==> src/common/eir_consts.svh <==
/*
 * Constants of the external and internal interrupt front end: register
 * indices, reset values and timing counts.
 * Assumes a single 250 MHz pclk; included by the package and the design files.
 */
`ifndef EIR_CONSTS_SVH
`define EIR_CONSTS_SVH

`define EIR_CLK_NS 4
`define EIR_T_INSTR_NS 1780
`define EIR_INSTR_CYC (`EIR_T_INSTR_NS / `EIR_CLK_NS)
`define EIR_T_FILT_NS 100
`define EIR_FILT_CYC ((`EIR_T_FILT_NS + `EIR_CLK_NS - 1) / `EIR_CLK_NS)

`define EIR_PC_W 14
`define EIR_ADDR_W 12
`define EIR_IDX_W 10
`define EIR_NSRC 12

`define EIR_IDX_REQ 10'h010
`define EIR_IDX_EN 10'h011
`define EIR_IDX_STAT 10'h012
`define EIR_IDX_LVL 10'h013
`define EIR_IDX_EDGE_HI 10'h014
`define EIR_IDX_TMR0 10'h018
`define EIR_IDX_EDGE 10'h01f

`define EIR_STAT_SP_POS 8
`define EIR_EDGE_RST 5'h00
`define EIR_EN_RST 12'h000
`define EIR_TMR_RST 8'h0f
`define EIR_VEC_BASE 14'h0010
`define EIR_CE_PREV_RST 6'h20

`endif

==> src/common/eir_pkg.sv <==
/*
 * Types shared by the interrupt front end: the APB request and answer and
 * the core-side request and answer bundles.
 * Assumes eir_consts.svh is on the include path.
 */
`include "eir_consts.svh"

package eir_pkg;

    typedef struct packed {
        logic psel;
        logic penable;
        logic pwrite;
        logic [`EIR_ADDR_W-1:0] paddr;
        logic [31:0] pwdata;
    } eir_apb_req_t;

    typedef struct packed {
        logic [31:0] prdata;
        logic pready;
        logic pslverr;
    } eir_apb_rsp_t;

    typedef struct packed {
        logic [`EIR_PC_W-1:0] pc;
        logic [3:0] bank;
        logic [3:0] index;
        logic irq_return_instr;
        logic sub_return_instr;
        logic sub_return_skip_instr;
        logic global_enable_instr;
        logic global_disable_instr;
    } eir_cpu_in_t;

    typedef struct packed {
        logic pc_load;
        logic [`EIR_PC_W-1:0] pc_value;
        logic sys_load;
        logic [3:0] bank;
        logic [3:0] index;
    } eir_cpu_out_t;

    typedef enum logic [1:0] {
        RET_NONE,
        RET_IRQ,
        RET_SUB,
        RET_SUB_SKIP
    } eir_ret_kind_t;

endpackage : eir_pkg

==> src/rtl/eir_pin_filter.sv <==
/*
 * Synchroniser and pulse filter for one request pin.
 * Assumes the pin is asynchronous to pclk; the level only follows after it
 * has stood still for FILT_CYC cycles.
 */
`include "eir_consts.svh"

module eir_pin_filter #(
    parameter int FILT_CYC = `EIR_FILT_CYC
) (
    input wire logic pclk,
    input wire logic presetn,
    input wire logic pin,
    output logic level
);
    import eir_pkg::*;

    logic sync1_r;
    logic sync2_r;
    logic level_r;
    logic [7:0] cnt_r;

    wire differs = sync2_r != level_r;
    wire settled = cnt_r == 8'(FILT_CYC - 1);

    // Two flops ahead of any logic keep metastability off the edge detector.
    always_ff @(posedge pclk or negedge presetn) begin
        if (!presetn) begin
            sync1_r <= 1'b0;
            sync2_r <= 1'b0;
        end else begin
            sync1_r <= pin;
            sync2_r <= sync1_r;
        end
    end

    // A change shorter than the filter time restarts the count and is lost.
    always_ff @(posedge pclk or negedge presetn) begin
        if (!presetn) begin
            cnt_r <= 8'h00;
            level_r <= 1'b0;
        end else if (!differs) begin
            cnt_r <= 8'h00;
        end else if (settled) begin
            cnt_r <= 8'h00;
            level_r <= sync2_r;
        end else begin
            cnt_r <= cnt_r + 8'h01;
        end
    end

    assign level = level_r;

endmodule : eir_pin_filter

==> src/rtl/eir_ctrl.sv <==
/*
 * Interrupt front end with return sequencing: six filtered request pins,
 * four modulo timers, two serial sources, acceptance and the return stacks.
 * Assumes the core pulses its instruction strobes for one pclk and that
 * software reaches the registers over APB with zero wait states.
 */
`include "eir_consts.svh"

module eir_ctrl #(
    parameter int SP_DEPTH = 8,
    parameter int TMR_W = 8
) (
    input wire logic pclk,
    input wire logic presetn,
    input wire eir_pkg::eir_apb_req_t apb_i,
    output eir_pkg::eir_apb_rsp_t apb_o,
    input wire eir_pkg::eir_cpu_in_t cpu_i,
    output eir_pkg::eir_cpu_out_t cpu_o,
    input wire logic ext_req_pin_a,
    input wire logic ext_req_pin_b,
    input wire logic ext_req_pin_c,
    input wire logic ext_req_pin_d,
    input wire logic ext_req_pin_e,
    input wire logic ce_pin,
    input wire logic wdt_stack_reset,
    input wire logic ce_reset,
    input wire logic [1:0] serial_done,
    output logic [2:0] in_port_3b,
    output logic [1:0] gp_port_2b
);
    import eir_pkg::*;

    localparam int SPW = $clog2(SP_DEPTH);
    localparam int NSRC = `EIR_NSRC;
    localparam int INSTR_MAX = 446;

    // Instruction-cycle divider: every slower event runs on this enable.
    logic [8:0] div_r;
    wire tick = div_r == 9'(`EIR_INSTR_CYC - 1);

    always_ff @(posedge pclk or negedge presetn) begin
        if (!presetn) begin
            div_r <= 9'h000;
        end else begin
            div_r <= tick ? 9'h000 : div_r + 9'h001;
        end
    end

    // Pins, filtering and edge detection.
    logic [5:0] lvl;
    logic [5:0] eff_prev_r;
    logic [4:0] edge_sel_r;
    wire [5:0] pin_raw = {ce_pin, ext_req_pin_e, ext_req_pin_d, ext_req_pin_c, ext_req_pin_b, ext_req_pin_a};

    genvar g;
    generate
        for (g = 0; g < 6; g++) begin : g_pin
            eir_pin_filter #(.FILT_CYC(`EIR_FILT_CYC)) u_filt (
                .pclk(pclk),
                .presetn(presetn),
                .pin(pin_raw[g]),
                .level(lvl[g])
            );
        end
    endgenerate

    // The select bit flips the level, so a select write away from the present
    // level looks like a fresh edge and one toward it looks like none.
    wire [5:0] eff = lvl ^ {1'b1, edge_sel_r};
    wire [5:0] pin_rise = eff & ~eff_prev_r;

    always_ff @(posedge pclk or negedge presetn) begin
        if (!presetn) begin
            eff_prev_r <= `EIR_CE_PREV_RST;
        end else begin
            eff_prev_r <= eff;
        end
    end

    // APB slave: zero wait states, data and ready registered in setup.
    wire setup = apb_i.psel & ~apb_i.penable;
    wire [`EIR_IDX_W-1:0] idx = apb_i.paddr[`EIR_ADDR_W-1:2];
    wire aligned = apb_i.paddr[1:0] == 2'b00;
    wire wr_en = apb_i.psel & apb_i.penable & apb_i.pwrite & apb_o.pready & ~apb_o.pslverr;
    wire [31:0] wd = apb_i.pwdata;

    logic [NSRC-1:0] req_r;
    logic [NSRC-1:0] en_r;
    logic gie_r;
    logic ei_pend_r;
    logic [SPW-1:0] sp_r;
    logic [TMR_W-1:0] tmr_ivl_r [4];
    logic [TMR_W-1:0] tmr_cnt_r [4];
    logic [3:0] tmr_evt;
    logic [31:0] rd;
    logic hit;

    always_comb begin
        rd = 32'h0000_0000;
        hit = aligned;
        if (idx == `EIR_IDX_REQ) begin
            rd = 32'(req_r);
        end else if (idx == `EIR_IDX_EN) begin
            rd = 32'(en_r);
        end else if (idx == `EIR_IDX_STAT) begin
            rd = (32'(sp_r) << `EIR_STAT_SP_POS) | 32'(gie_r);
        end else if (idx == `EIR_IDX_LVL) begin
            rd = 32'(lvl[4:0]);
        end else if (idx == `EIR_IDX_EDGE_HI) begin
            rd = 32'(edge_sel_r[4:3]);
        end else if (idx == `EIR_IDX_EDGE) begin
            rd = {28'h0000000, 1'b0, edge_sel_r[2:0]};
        end else if (idx[`EIR_IDX_W-1:2] == `EIR_IDX_TMR0 >> 2) begin
            rd = 32'(tmr_ivl_r[idx[1:0]]);
        end else begin
            hit = 1'b0;
        end
    end

    always_ff @(posedge pclk or negedge presetn) begin
        if (!presetn) begin
            apb_o <= '0;
        end else begin
            apb_o.pready <= setup;
            apb_o.pslverr <= setup & ~hit;
            apb_o.prdata <= (setup & hit & ~apb_i.pwrite) ? rd : 32'h0000_0000;
        end
    end

    wire wr_req = wr_en && idx == `EIR_IDX_REQ;
    wire wr_en_reg = wr_en && idx == `EIR_IDX_EN;
    wire wr_edge = wr_en && idx == `EIR_IDX_EDGE;
    wire wr_edge_hi = wr_en && idx == `EIR_IDX_EDGE_HI;

    // Edge selects survive a CE reset; only power-on and watchdog clear them.
    logic [4:0] edge_sel_nxt;
    assign edge_sel_nxt = wr_edge ? {edge_sel_r[4:3], wd[2:0]} :
                          wr_edge_hi ? {wd[1:0], edge_sel_r[2:0]} : edge_sel_r;

    always_ff @(posedge pclk or negedge presetn) begin
        if (!presetn) begin
            edge_sel_r <= `EIR_EDGE_RST;
        end else if (wdt_stack_reset) begin
            edge_sel_r <= `EIR_EDGE_RST;
        end else begin
            edge_sel_r <= edge_sel_nxt;
        end
    end

    // Modulo timers count instruction cycles.
    generate
        for (g = 0; g < 4; g++) begin : g_tmr
            wire wr_ivl = wr_en && idx == `EIR_IDX_TMR0 + `EIR_IDX_W'(g);
            wire wrap = tmr_cnt_r[g] == tmr_ivl_r[g];
            assign tmr_evt[g] = tick & wrap;
            always_ff @(posedge pclk or negedge presetn) begin
                if (!presetn) begin
                    tmr_ivl_r[g] <= TMR_W'(`EIR_TMR_RST);
                    tmr_cnt_r[g] <= '0;
                end else begin
                    if (wr_ivl) begin
                        tmr_ivl_r[g] <= wd[TMR_W-1:0];
                    end
                    if (wr_ivl || tmr_evt[g]) begin
                        tmr_cnt_r[g] <= '0;
                    end else if (tick) begin
                        tmr_cnt_r[g] <= tmr_cnt_r[g] + 1'b1;
                    end
                end
            end
        end
    endgenerate

    // Request flags: hardware set wins over software or acceptance clear.
    eir_ret_kind_t ret_kind_r;
    // CE takes bit 0 so that the lowest set bit is also the highest priority.
    wire [5:0] pin_set = {pin_rise[4:0], pin_rise[5]};
    wire [NSRC-1:0] src_set = {serial_done, tmr_evt, pin_set};
    wire [NSRC-1:0] pend = req_r & en_r;
    wire [NSRC-1:0] grant = pend & (~pend + 1'b1);
    wire ret_go = tick && ret_kind_r != RET_NONE;
    wire accept = tick & gie_r & (|pend) & ~ret_go;
    wire [NSRC-1:0] req_clr = (wr_req ? wd[NSRC-1:0] : '0) | (accept ? grant : '0);
    wire [NSRC-1:0] req_nxt = (req_r & ~req_clr) | src_set;

    logic [3:0] grant_idx;
    always_comb begin
        grant_idx = 4'h0;
        for (int i = NSRC - 1; i >= 0; i--) begin
            if (pend[i]) begin
                grant_idx = 4'(i);
            end
        end
    end

    always_ff @(posedge pclk or negedge presetn) begin
        if (!presetn) begin
            req_r <= '0;
            en_r <= `EIR_EN_RST;
        end else begin
            req_r <= wdt_stack_reset ? '0 : req_nxt;
            en_r <= wr_en_reg ? wd[NSRC-1:0] : en_r;
        end
    end

    // Global enable: the enable instruction acts at the next instruction-cycle boundary,
    // the disable instruction and acceptance act at once.
    always_ff @(posedge pclk or negedge presetn) begin
        if (!presetn) begin
            gie_r <= 1'b0;
            ei_pend_r <= 1'b0;
        end else if (wdt_stack_reset || ce_reset || cpu_i.global_disable_instr || accept) begin
            gie_r <= 1'b0;
            ei_pend_r <= 1'b0;
        end else if (cpu_i.global_enable_instr) begin
            ei_pend_r <= 1'b1;
        end else if (tick && ei_pend_r) begin
            gie_r <= 1'b1;
            ei_pend_r <= 1'b0;
        end
    end

    // Return requests wait for the next instruction-cycle boundary.
    always_ff @(posedge pclk or negedge presetn) begin
        if (!presetn) begin
            ret_kind_r <= RET_NONE;
        end else if (cpu_i.irq_return_instr) begin
            ret_kind_r <= RET_IRQ;
        end else if (cpu_i.sub_return_skip_instr) begin
            ret_kind_r <= RET_SUB_SKIP;
        end else if (cpu_i.sub_return_instr) begin
            ret_kind_r <= RET_SUB;
        end else if (ret_go) begin
            ret_kind_r <= RET_NONE;
        end
    end

    // Address and interrupt stacks; no reset, software never reads stale slots.
    logic [`EIR_PC_W-1:0] astack [SP_DEPTH];
    logic [7:0] istack [SP_DEPTH];
    wire [SPW-1:0] sp_dec = sp_r - 1'b1;

    always_ff @(posedge pclk) begin
        if (accept) begin
            astack[sp_dec] <= cpu_i.pc;
            istack[sp_dec] <= {cpu_i.bank, cpu_i.index};
        end
    end

    always_ff @(posedge pclk or negedge presetn) begin
        if (!presetn) begin
            sp_r <= '0;
        end else if (wdt_stack_reset) begin
            sp_r <= '0;
        end else if (accept) begin
            sp_r <= sp_dec;
        end else if (ret_go) begin
            sp_r <= sp_r + 1'b1;
        end
    end

    // Whole return or vector load lands in one registered step.
    wire [`EIR_PC_W-1:0] skip_add = (ret_kind_r == RET_SUB_SKIP) ? `EIR_PC_W'(1) : '0;
    wire [`EIR_PC_W-1:0] vec_pc = `EIR_VEC_BASE + `EIR_PC_W'(grant_idx);

    always_ff @(posedge pclk or negedge presetn) begin
        if (!presetn) begin
            cpu_o <= '0;
        end else begin
            cpu_o.pc_load <= ret_go | accept;
            cpu_o.sys_load <= ret_go && ret_kind_r == RET_IRQ;
            if (ret_go) begin
                cpu_o.pc_value <= astack[sp_r] + skip_add;
                {cpu_o.bank, cpu_o.index} <= istack[sp_r];
            end else if (accept) begin
                cpu_o.pc_value <= vec_pc;
            end
        end
    end

    always_ff @(posedge pclk or negedge presetn) begin
        if (!presetn) begin
            in_port_3b <= 3'h0;
            gp_port_2b <= 2'h0;
        end else begin
            in_port_3b <= lvl[2:0];
            gp_port_2b <= lvl[4:3];
        end
    end
endmodule : eir_ctrl

==> config.mk <==
export PLATFORM = sky130hd
export DESIGN_NAME = eir_ctrl
export DESIGN_NICKNAME = d
export VERILOG_FILES = /design/src/common/eir_pkg.sv /design/src/rtl/eir_pin_filter.sv /design/src/rtl/eir_ctrl.sv
export VERILOG_INCLUDE_DIRS = /design/src /design/src/common
export SDC_FILE = /design/constraint.sdc
export NUM_CORES = 1
export LEC_CHECK = 0
export BUFFER_PORTS_ARGS = -buffer_cell sky130_fd_sc_hd__buf_2
export CORE_MARGIN = 2
export CORE_UTILIZATION = 40
export CTS_BUF_LIST = sky130_fd_sc_hd__clkbuf_16
export DETAILED_ROUTE_END_ITERATION = 8
export PLACE_DENSITY = 0.55
export RECOVER_POWER = 25
export SYNTH_ARGS = -nofsm -noshare
export SYNTH_HDL_FRONTEND = slang
export SYNTH_SLANG_ARGS = --single-unit
==> constraint.sdc <==
create_clock -name pclk -period 6.98 [get_ports pclk]
set_clock_uncertainty 0.05 [all_clocks]
set_input_delay 1.396 -clock pclk [delete_from_list [all_inputs] [get_ports pclk]]
set_output_delay 1.396 -clock pclk [all_outputs]
set_load 0.01 [all_outputs]
==> Word-level counts from Yosys, hierarchy flattened <==
Memories as Yosys holds them, arrays and structs flattened. A register that Yosys moved wholly into a read port is not among the register bits.
Index checks and enable logic that the tools add are counted.
{ "classes": {"addsub": 16, "magnitude_cmp": 1, "n_eq_ne": 32, "n_mux": 75, "bitwise_logic": 33, "n_reduce_logical": 41} }
{ "ops": {"columns": ["op", "n"], "rows": [
  ["$mux W8", 26],
  ["$eq A10 B5 Y1 const B", 10],
  ["$add A8 B1 Y8 const B", 10],
  ["$mux W32", 2],
  ["$eq A8 B5 Y1 const B", 6],
  ["$mux W12", 4],
  ["$mux W4", 12],
  ["$and A12 B12 Y12", 3],
  ["$eq A8 B8 Y1", 4],
  ["$mux W14", 2],
  ["$not A12 Y12", 2],
  ["$or A12 B12 Y12", 2],
  ["$reduce_bool A2 Y1", 9],
  ["$bmux W8 S2", 1],
  ["$mux W1", 16],
  ["$reduce_and A2 Y1", 8],
  ["$and A1 B1 Y1", 15],
  ["$mux W5", 3],
  ["$add A14 B1 Y14", 1],
  ["$add A12 B1 Y12 const B", 1],
  ["$reduce_or A12 Y1", 1],
  ["$logic_and A1 B1 Y1", 11],
  ["$mux W11", 1],
  ["$or A11 B1 Y11", 1],
  ["26 further kinds", 47]
]} }
{ "totals": {"register_bits": 236, "mem_bits_rw": 176, "inputBits": 86, "out_inout_bits": 63, "wordCells": 250, "n_memories": 2} }
{ "memory_table": {"columns": ["memory", "words", "word_bits", "rd", "rd_clocked_by_memory_dff", "write_ports", "line", "source"], "rows": [
  ["astack", 8, 14, 1, 0, 1, "eir_ctrl.sv:239", "logic [`EIR_PC_W-1:0] astack [SP_DEPTH];"],
  ["istack", 8, 8, 1, 1, 1, "eir_ctrl.sv:240", "logic [7:0] istack [SP_DEPTH];"]
]} }

==> Depth between registers and ports, before layout <==
{ "depth": {"ltp_word": 16, "depth_mapped": 14, "mapped_depth_nobuf": 10} }

==> Hierarchy <==
A second synthesis with hierarchy kept.
{ "hier_totals": {"cells_unflattened": 1311, "hier_area_um2": 17624.4} }
{ "modules_own_cells": {"columns": ["module", "n_inst", "cells_per_inst", "area_per_inst_um2", "seq_area_each_um2"], "rows": [
  ["eir_ctrl", 1, 1053, 14689.1, 9260.1],
  ["eir_pin_filter", 6, 43, 489.2, 275.3]
]} }

==> Worst setup path after synthesis <==
No wires, ideal clock.
{ "synth_path": {"path_kind": "register to register", "from": "register div_r[0]", "to": "memory astack[3][0] (netlist name), enable pin", "setup_ns": 0.457, "arrival_ns": 3.814, "t_required_ns": 6.473, "path_slack_ns": 2.659, "path_stages_with_launch": 8, "n_path_buf": 0, "synth_period_minus_slack_ns": 4.321, "cell_sequence": "dfrtp_1 -> inv_1 -> ha_1 -> nand3_1 -> nor3_2 -> o311ai_2 -> or2_1 -> nor4_1"} }
{ "synth_between": {"elab_chain_len": 6, "elab_cells_between_ends": 8, "cone_classes": "eq/ne: 1; mux: 2; bitwise: 4; reduce/logical: 1"} }
{ "synth_rtl": {"columns": ["item", "line", "source"], "rows": [
  ["from (decl)", "eir_ctrl.sv:38", "logic [8:0] div_r;"],
  ["from (signal assigned)", "eir_ctrl.sv:45", "div_r <= tick ? 9'h000 : div_r + 9'h001;"],
  ["$eq A9 B9 Y1 (*)", "eir_ctrl.sv:39", "wire tick = div_r == 9'(`EIR_INSTR_CYC - 1);"],
  ["$and A1 B1 Y1 / $logic_and A1 B1 Y1 (equally long branches)", "eir_ctrl.sv:182, eir_ctrl.sv:181", null],
  ["$and A1 B1 Y1 / $not A1 Y1 (equally long branches)", "eir_ctrl.sv:182", "wire accept = tick & gie_r & (|pend) & ~ret_go;"],
  ["$and A1 B1 Y1 (*)", "eir_ctrl.sv:182", null],
  ["$mux W1 (*)", "eir_ctrl.sv:244", "if (accept) begin"],
  ["$mux W1 (not written as such) (*)", "eir_ctrl.sv:245", "astack[sp_dec] <= cpu_i.pc;"],
  ["to (decl)", "eir_ctrl.sv:239", null]
]} }
Every way passes the cells marked *; elsewhere a longest branch is shown, timed or not.

==> Final worst setup path <==
{ "layout_path": {"from": "register div_r[0]", "to": "memory istack[0][4], enable pin"} }
{ "layout_between": {"elab_chain_len": 6, "elab_cells_between_ends": 8, "cone_classes": "eq/ne: 1; mux: 2; bitwise: 4; reduce/logical: 1"} }
{ "layout_rtl": {"columns": ["item", "line", "source"], "rows": [
  ["$eq A9 B9 Y1 (*)", "eir_ctrl.sv:39", null],
  ["$and A1 B1 Y1 / $logic_and A1 B1 Y1 (equally long branches)", "eir_ctrl.sv:182, eir_ctrl.sv:181", null],
  ["$and A1 B1 Y1 / $not A1 Y1 (equally long branches)", "eir_ctrl.sv:182", null],
  ["$and A1 B1 Y1 (*)", "eir_ctrl.sv:182", null],
  ["$mux W1 (*)", "eir_ctrl.sv:244", null],
  ["$mux W1 (not written as such) (*)", "eir_ctrl.sv:246", "istack[sp_dec] <= {cpu_i.bank, cpu_i.index};"],
  ["to (decl)", "eir_ctrl.sv:240", null]
]} }
Marks and branches as above.

==> results.json <==
{
  "path_delay_family": "simple AND/OR/NAND/NOR gates",
  "yosys_register_bits": 400,
  "arrival_ps": 4430,
  "cts_max_level": 2,
  "powerDensity_nw_per_um2": 241,
  "timing.critical_path.mode_cell": "buf_4",
  "p_comb_share_pct": 2.6,
  "synthMostInstantiatedCell": "dfrtp_1",
  "netlist.area_leader.share_pct": 30.3,
  "fp.dieH_um": 213,
  "critPathLaunchType": "flip-flop",
  "final_cell_area_um2": 20000,
  "ys_top_cells_by_area": "edfxtp_1 30%, dfrtp_1 30%, mux4_2 5.7%",
  "slowest_stage": "nor2_1",
  "ctsResizeCount": 0,
  "antenna_left": 0,
  "holdBufCountCts": 0,
  "antenna_found_initial": 1,
  "areaGrowthSynthToFinish_pct": 14.7,
  "grt_pass1_vias": 10500,
  "p_leak_nw": 8.33,
  "met3_usage_pct": 3.90,
  "slew_viol_final": 0,
  "synth_common_cells": "207 x dfrtp_1, 176 x edfxtp_1, 128 x nor2_1",
  "place_hpwl_mm": 24.9,
  "synth_area_leader_cell": "edfxtp_1",
  "row_count": 76,
  "initial_utilization_pct": 40.5,
  "path_class": "reg2reg",
  "vias": 10300,
  "maxCapViolCount": 0,
  "synth_cells": 1275,
  "timing.critical_path.buf_inv": 3,
  "cts.root.buffer_cell": "clkbuf_16",
  "yosys.area_share.adder_pct": 1.58,
  "cts_tree": "done",
  "grt_pass1_wl_mm": 60.9,
  "tightest_slew_ps": 1040,
  "synth-simple-area-share_pct": 10.9,
  "rsz0062_at_grt": "no",
  "period_needed_ps": 4200,
  "core_um2": 43100,
  "drive_above_1_share_pct": 19.2,
  "clock-sinks": 400,
  "cts_setup_buffers": 0,
  "maxClockFrequency_mhz": 238,
  "synth_top_family_by_area": "multiplexers",
  "end_kind": "flip-flop",
  "dieArea_um2": 45300,
  "seqPwrFrac_pct": 51.6,
  "via_per_inst": 5.11,
  "ys.flop_type": "dfrtp_1",
  "cp_max_fo": 35,
  "wl_mm": 39.0,
  "grt_usage_pct": 17.7,
  "die_w_um": 213,
  "busiest_layer": "met2",
  "met1_usage_pct": 24.5,
  "drt_first_pass_iters": 5,
  "synth_warnings": 0,
  "synth_cell_types": 77,
  "fin_crit_sh_pct": 60.2,
  "seq_area_um2": 10900,
  "swShare_pct": 22.0,
  "gp_congestion": 0.823,
  "path_cells": "inv_1 -> ha_1 -> nand3_1 -> nor3_4 -> buf_4 -> o311ai_2 -> nor2_1 -> nand2_1 -> nor2_2 -> buf_4",
  "setup_viol": 0,
  "internal_power_mw": 3.76,
  "irDropWorstVdd_uv": 226,
  "drc": 0,
  "wl_per_cell_um": 19.2,
  "slew_headroom_pct": 30.3,
  "hold_path_class": "reg2reg",
  "nNetsFinal": 1513,
  "p_clk_share_pct": 45.8,
  "avgSynthCellArea_um2": 13.7,
  "synth-compound-area-share_pct": 4.46,
  "globalRouteMet2Util_pct": 27.7,
  "hold_violations": 0,
  "clockBufferDepth": 3,
  "grt_max_degree": 122,
  "clk_latency_ps": 590,
  "path_clk_slew_ps": 60,
  "synth_area_um2": 17500,
  "cpPeakStageDelay_ps": 760,
  "portBuffers": 108,
  "grt_overflow": 0,
  "synth_edf_count": 176,
  "diodes": 0,
  "status": "finished, final reports clean",
  "place_area_um2": 18700,
  "async_reset_ff_share_pct": 56.0,
  "cts_buffers": 45,
  "synth_xor_area_share_pct": 5.92,
  "drtIter0Drc": 730,
  "synth_mux_area_share_pct": 12.0,
  "tns_ps": 0,
  "crit_required_ps": 7200,
  "yosysSeqAreaShare_pct": 62.5,
  "p_sw_mw": 1.06,
  "nFillCells": 3922,
  "multi_input_area_um2": 6220,
  "num_io_pins": 149
}
==> final timing paths <==
| kind | start | end | slack (ps) | cells past startpoint |
|---|---|---|---|---|
| setup / recovery | div_r[0] | istack[0][4] | 2780 | 10 |
| hold / removal | g_pin[1].u_filt.sync1_r | g_pin[1].u_filt.sync2_r | 300 | 0 |
| min in group asynchronous | presetn | tmr_cnt_r[24] | 860 | 1 |
| setup reg to reg | div_r[0] | istack[0][4] | 2780 | 10 |
| hold reg to reg | g_pin[1].u_filt.sync1_r | g_pin[1].u_filt.sync2_r | 300 | 0 |
| max in group asynchronous | presetn | sp_r[2] | 4900 | 2 |
==> placed cells by master, fill, tap and decap left out, types with 9 or more instances in the layout <==
| cell | Yosys | routed |
|---|---|---|
| o21ai_0 | 30 | 30 |
| a22oi_1 | 11 | 11 |
| and2_1 | 12 | 9 |
| mux4_2 | 44 | 44 |
| nor4_1 | 13 | 11 |
| buf_2 | 7 | 85 |
| nand2_1 | 94 | 94 |
| nand4_1 | 16 | 16 |
| or3_1 | 9 | 9 |
| clkbuf_1 | 21 | 22 |
| conb_1 | 1 | 20 |
| and3_1 | 11 | 11 |
| xor2_1 | 86 | 86 |
| clkbuf_16 | 0 | 45 |
| clkinv_1 | 0 | 9 |
| nand3_1 | 52 | 52 |
| edfxtp_1 | 176 | 176 |
| mux2_2 | 25 | 25 |
| nor2_1 | 128 | 126 |
| mux2i_1 | 33 | 33 |
| xnor2_1 | 32 | 32 |
| a21oi_1 | 23 | 23 |
| dfrtp_1 | 207 | 204 |
| dfstp_2 | 17 | 17 |
| inv_1 | 30 | 47 |
| mux2_1 | 27 | 27 |
| nor3_1 | 14 | 10 |
| buf_4 | 22 | 13 |
| ha_1 | 22 | 22 |
==> per-layer routing <==
metal | vias to the layer above | wire length [um] | share of wire (%)
met5 | - | 10 | 0.026
met2 | 231 | 18100 | 47
met4 | 2 | 961 | 2.5
met3 | 65 | 2230 | 5.7
li1 | 4881 | - | -
met1 | 5169 | 17600 | 45
==> cells by family after synthesis <==
group / after synthesis
compound gates: 113
simple gates: 393
fa+ha+maj: 22
xor+xnor: 118
buf+inv: 91
mux: 137
other cells: 1
flops: 400
==> registers in the layout (all words and copies together), names as in the netlist <==
signal                flops
tmr_ivl_r                32
eff_prev_r                6
gp_port_2b                2
cpu_o                    24
ret_kind_r                2
apb_o                    14
edge_sel_r                5
g_pin.u_filt.sync2_r      6
g_pin.u_filt.sync1_r      6
req_r                    12
g_pin.u_filt.level        6
g_pin.u_filt.cnt_r       48
en_r                     12
istack                   64
astack                  112
sp_r                      3
div_r                     9
ei_pend_r                 1
tmr_cnt_r                32
gie_r                     1
in_port_3b                3
==> worst register-to-register path, cell delays in order (launching register included) <==
cell      delay [ps]
dfrtp_1          430
inv_1            100
ha_1             180
nand3_1          140
nor3_4           180
buf_4            430
o311ai_2         320
nor2_1           770
nand2_1          320
nor2_2           610
buf_4            380
==> layout make-up <==
cell class | count | area share, %
clock buffers | 45 | 5.62
multi-input cells | 803 | 31.0
repair buffers | 122 | 3.20
well taps | 585 | 3.66
flip-flops and latches | 400 | 54.5
clock inverters | 38 | 1.31
inverters | 33 | 0.656
==> through the flow <==
stage | hold slack, ps | worst slack [ps] | power (mW) | utilization [%] | cells
after global placement | 284 | 2680 | 2.66 | 43.3 | 1943
after detailed placement | 286 | 2680 | 2.66 | 43.3 | 1943
after floorplan | 281 | 2660 | 2.59 | - | 1294
after CTS | 299 | 2690 | 4.90 | 46.5 | 2026
after global routing | 314 | 2360 | 5.00 | 46.5 | 2026
final | 296 | 2780 | 4.83 | 46.5 | 2026
==> power by group through the flow <==
| stage | clock network [mW] | registers [mW] | logic (mW) |
|---|---|---|---|
| floorplan | 0 | 2.53 | 0.0562 |
| global placement | 0 | 2.53 | 0.127 |
| detailed placement | 0 | 2.53 | 0.130 |
| CTS | 2.28 | 2.49 | 0.130 |
| global route | 2.37 | 2.49 | 0.144 |
| finish | 2.21 | 2.49 | 0.125 |
Power figures use the tool's default switching activity.
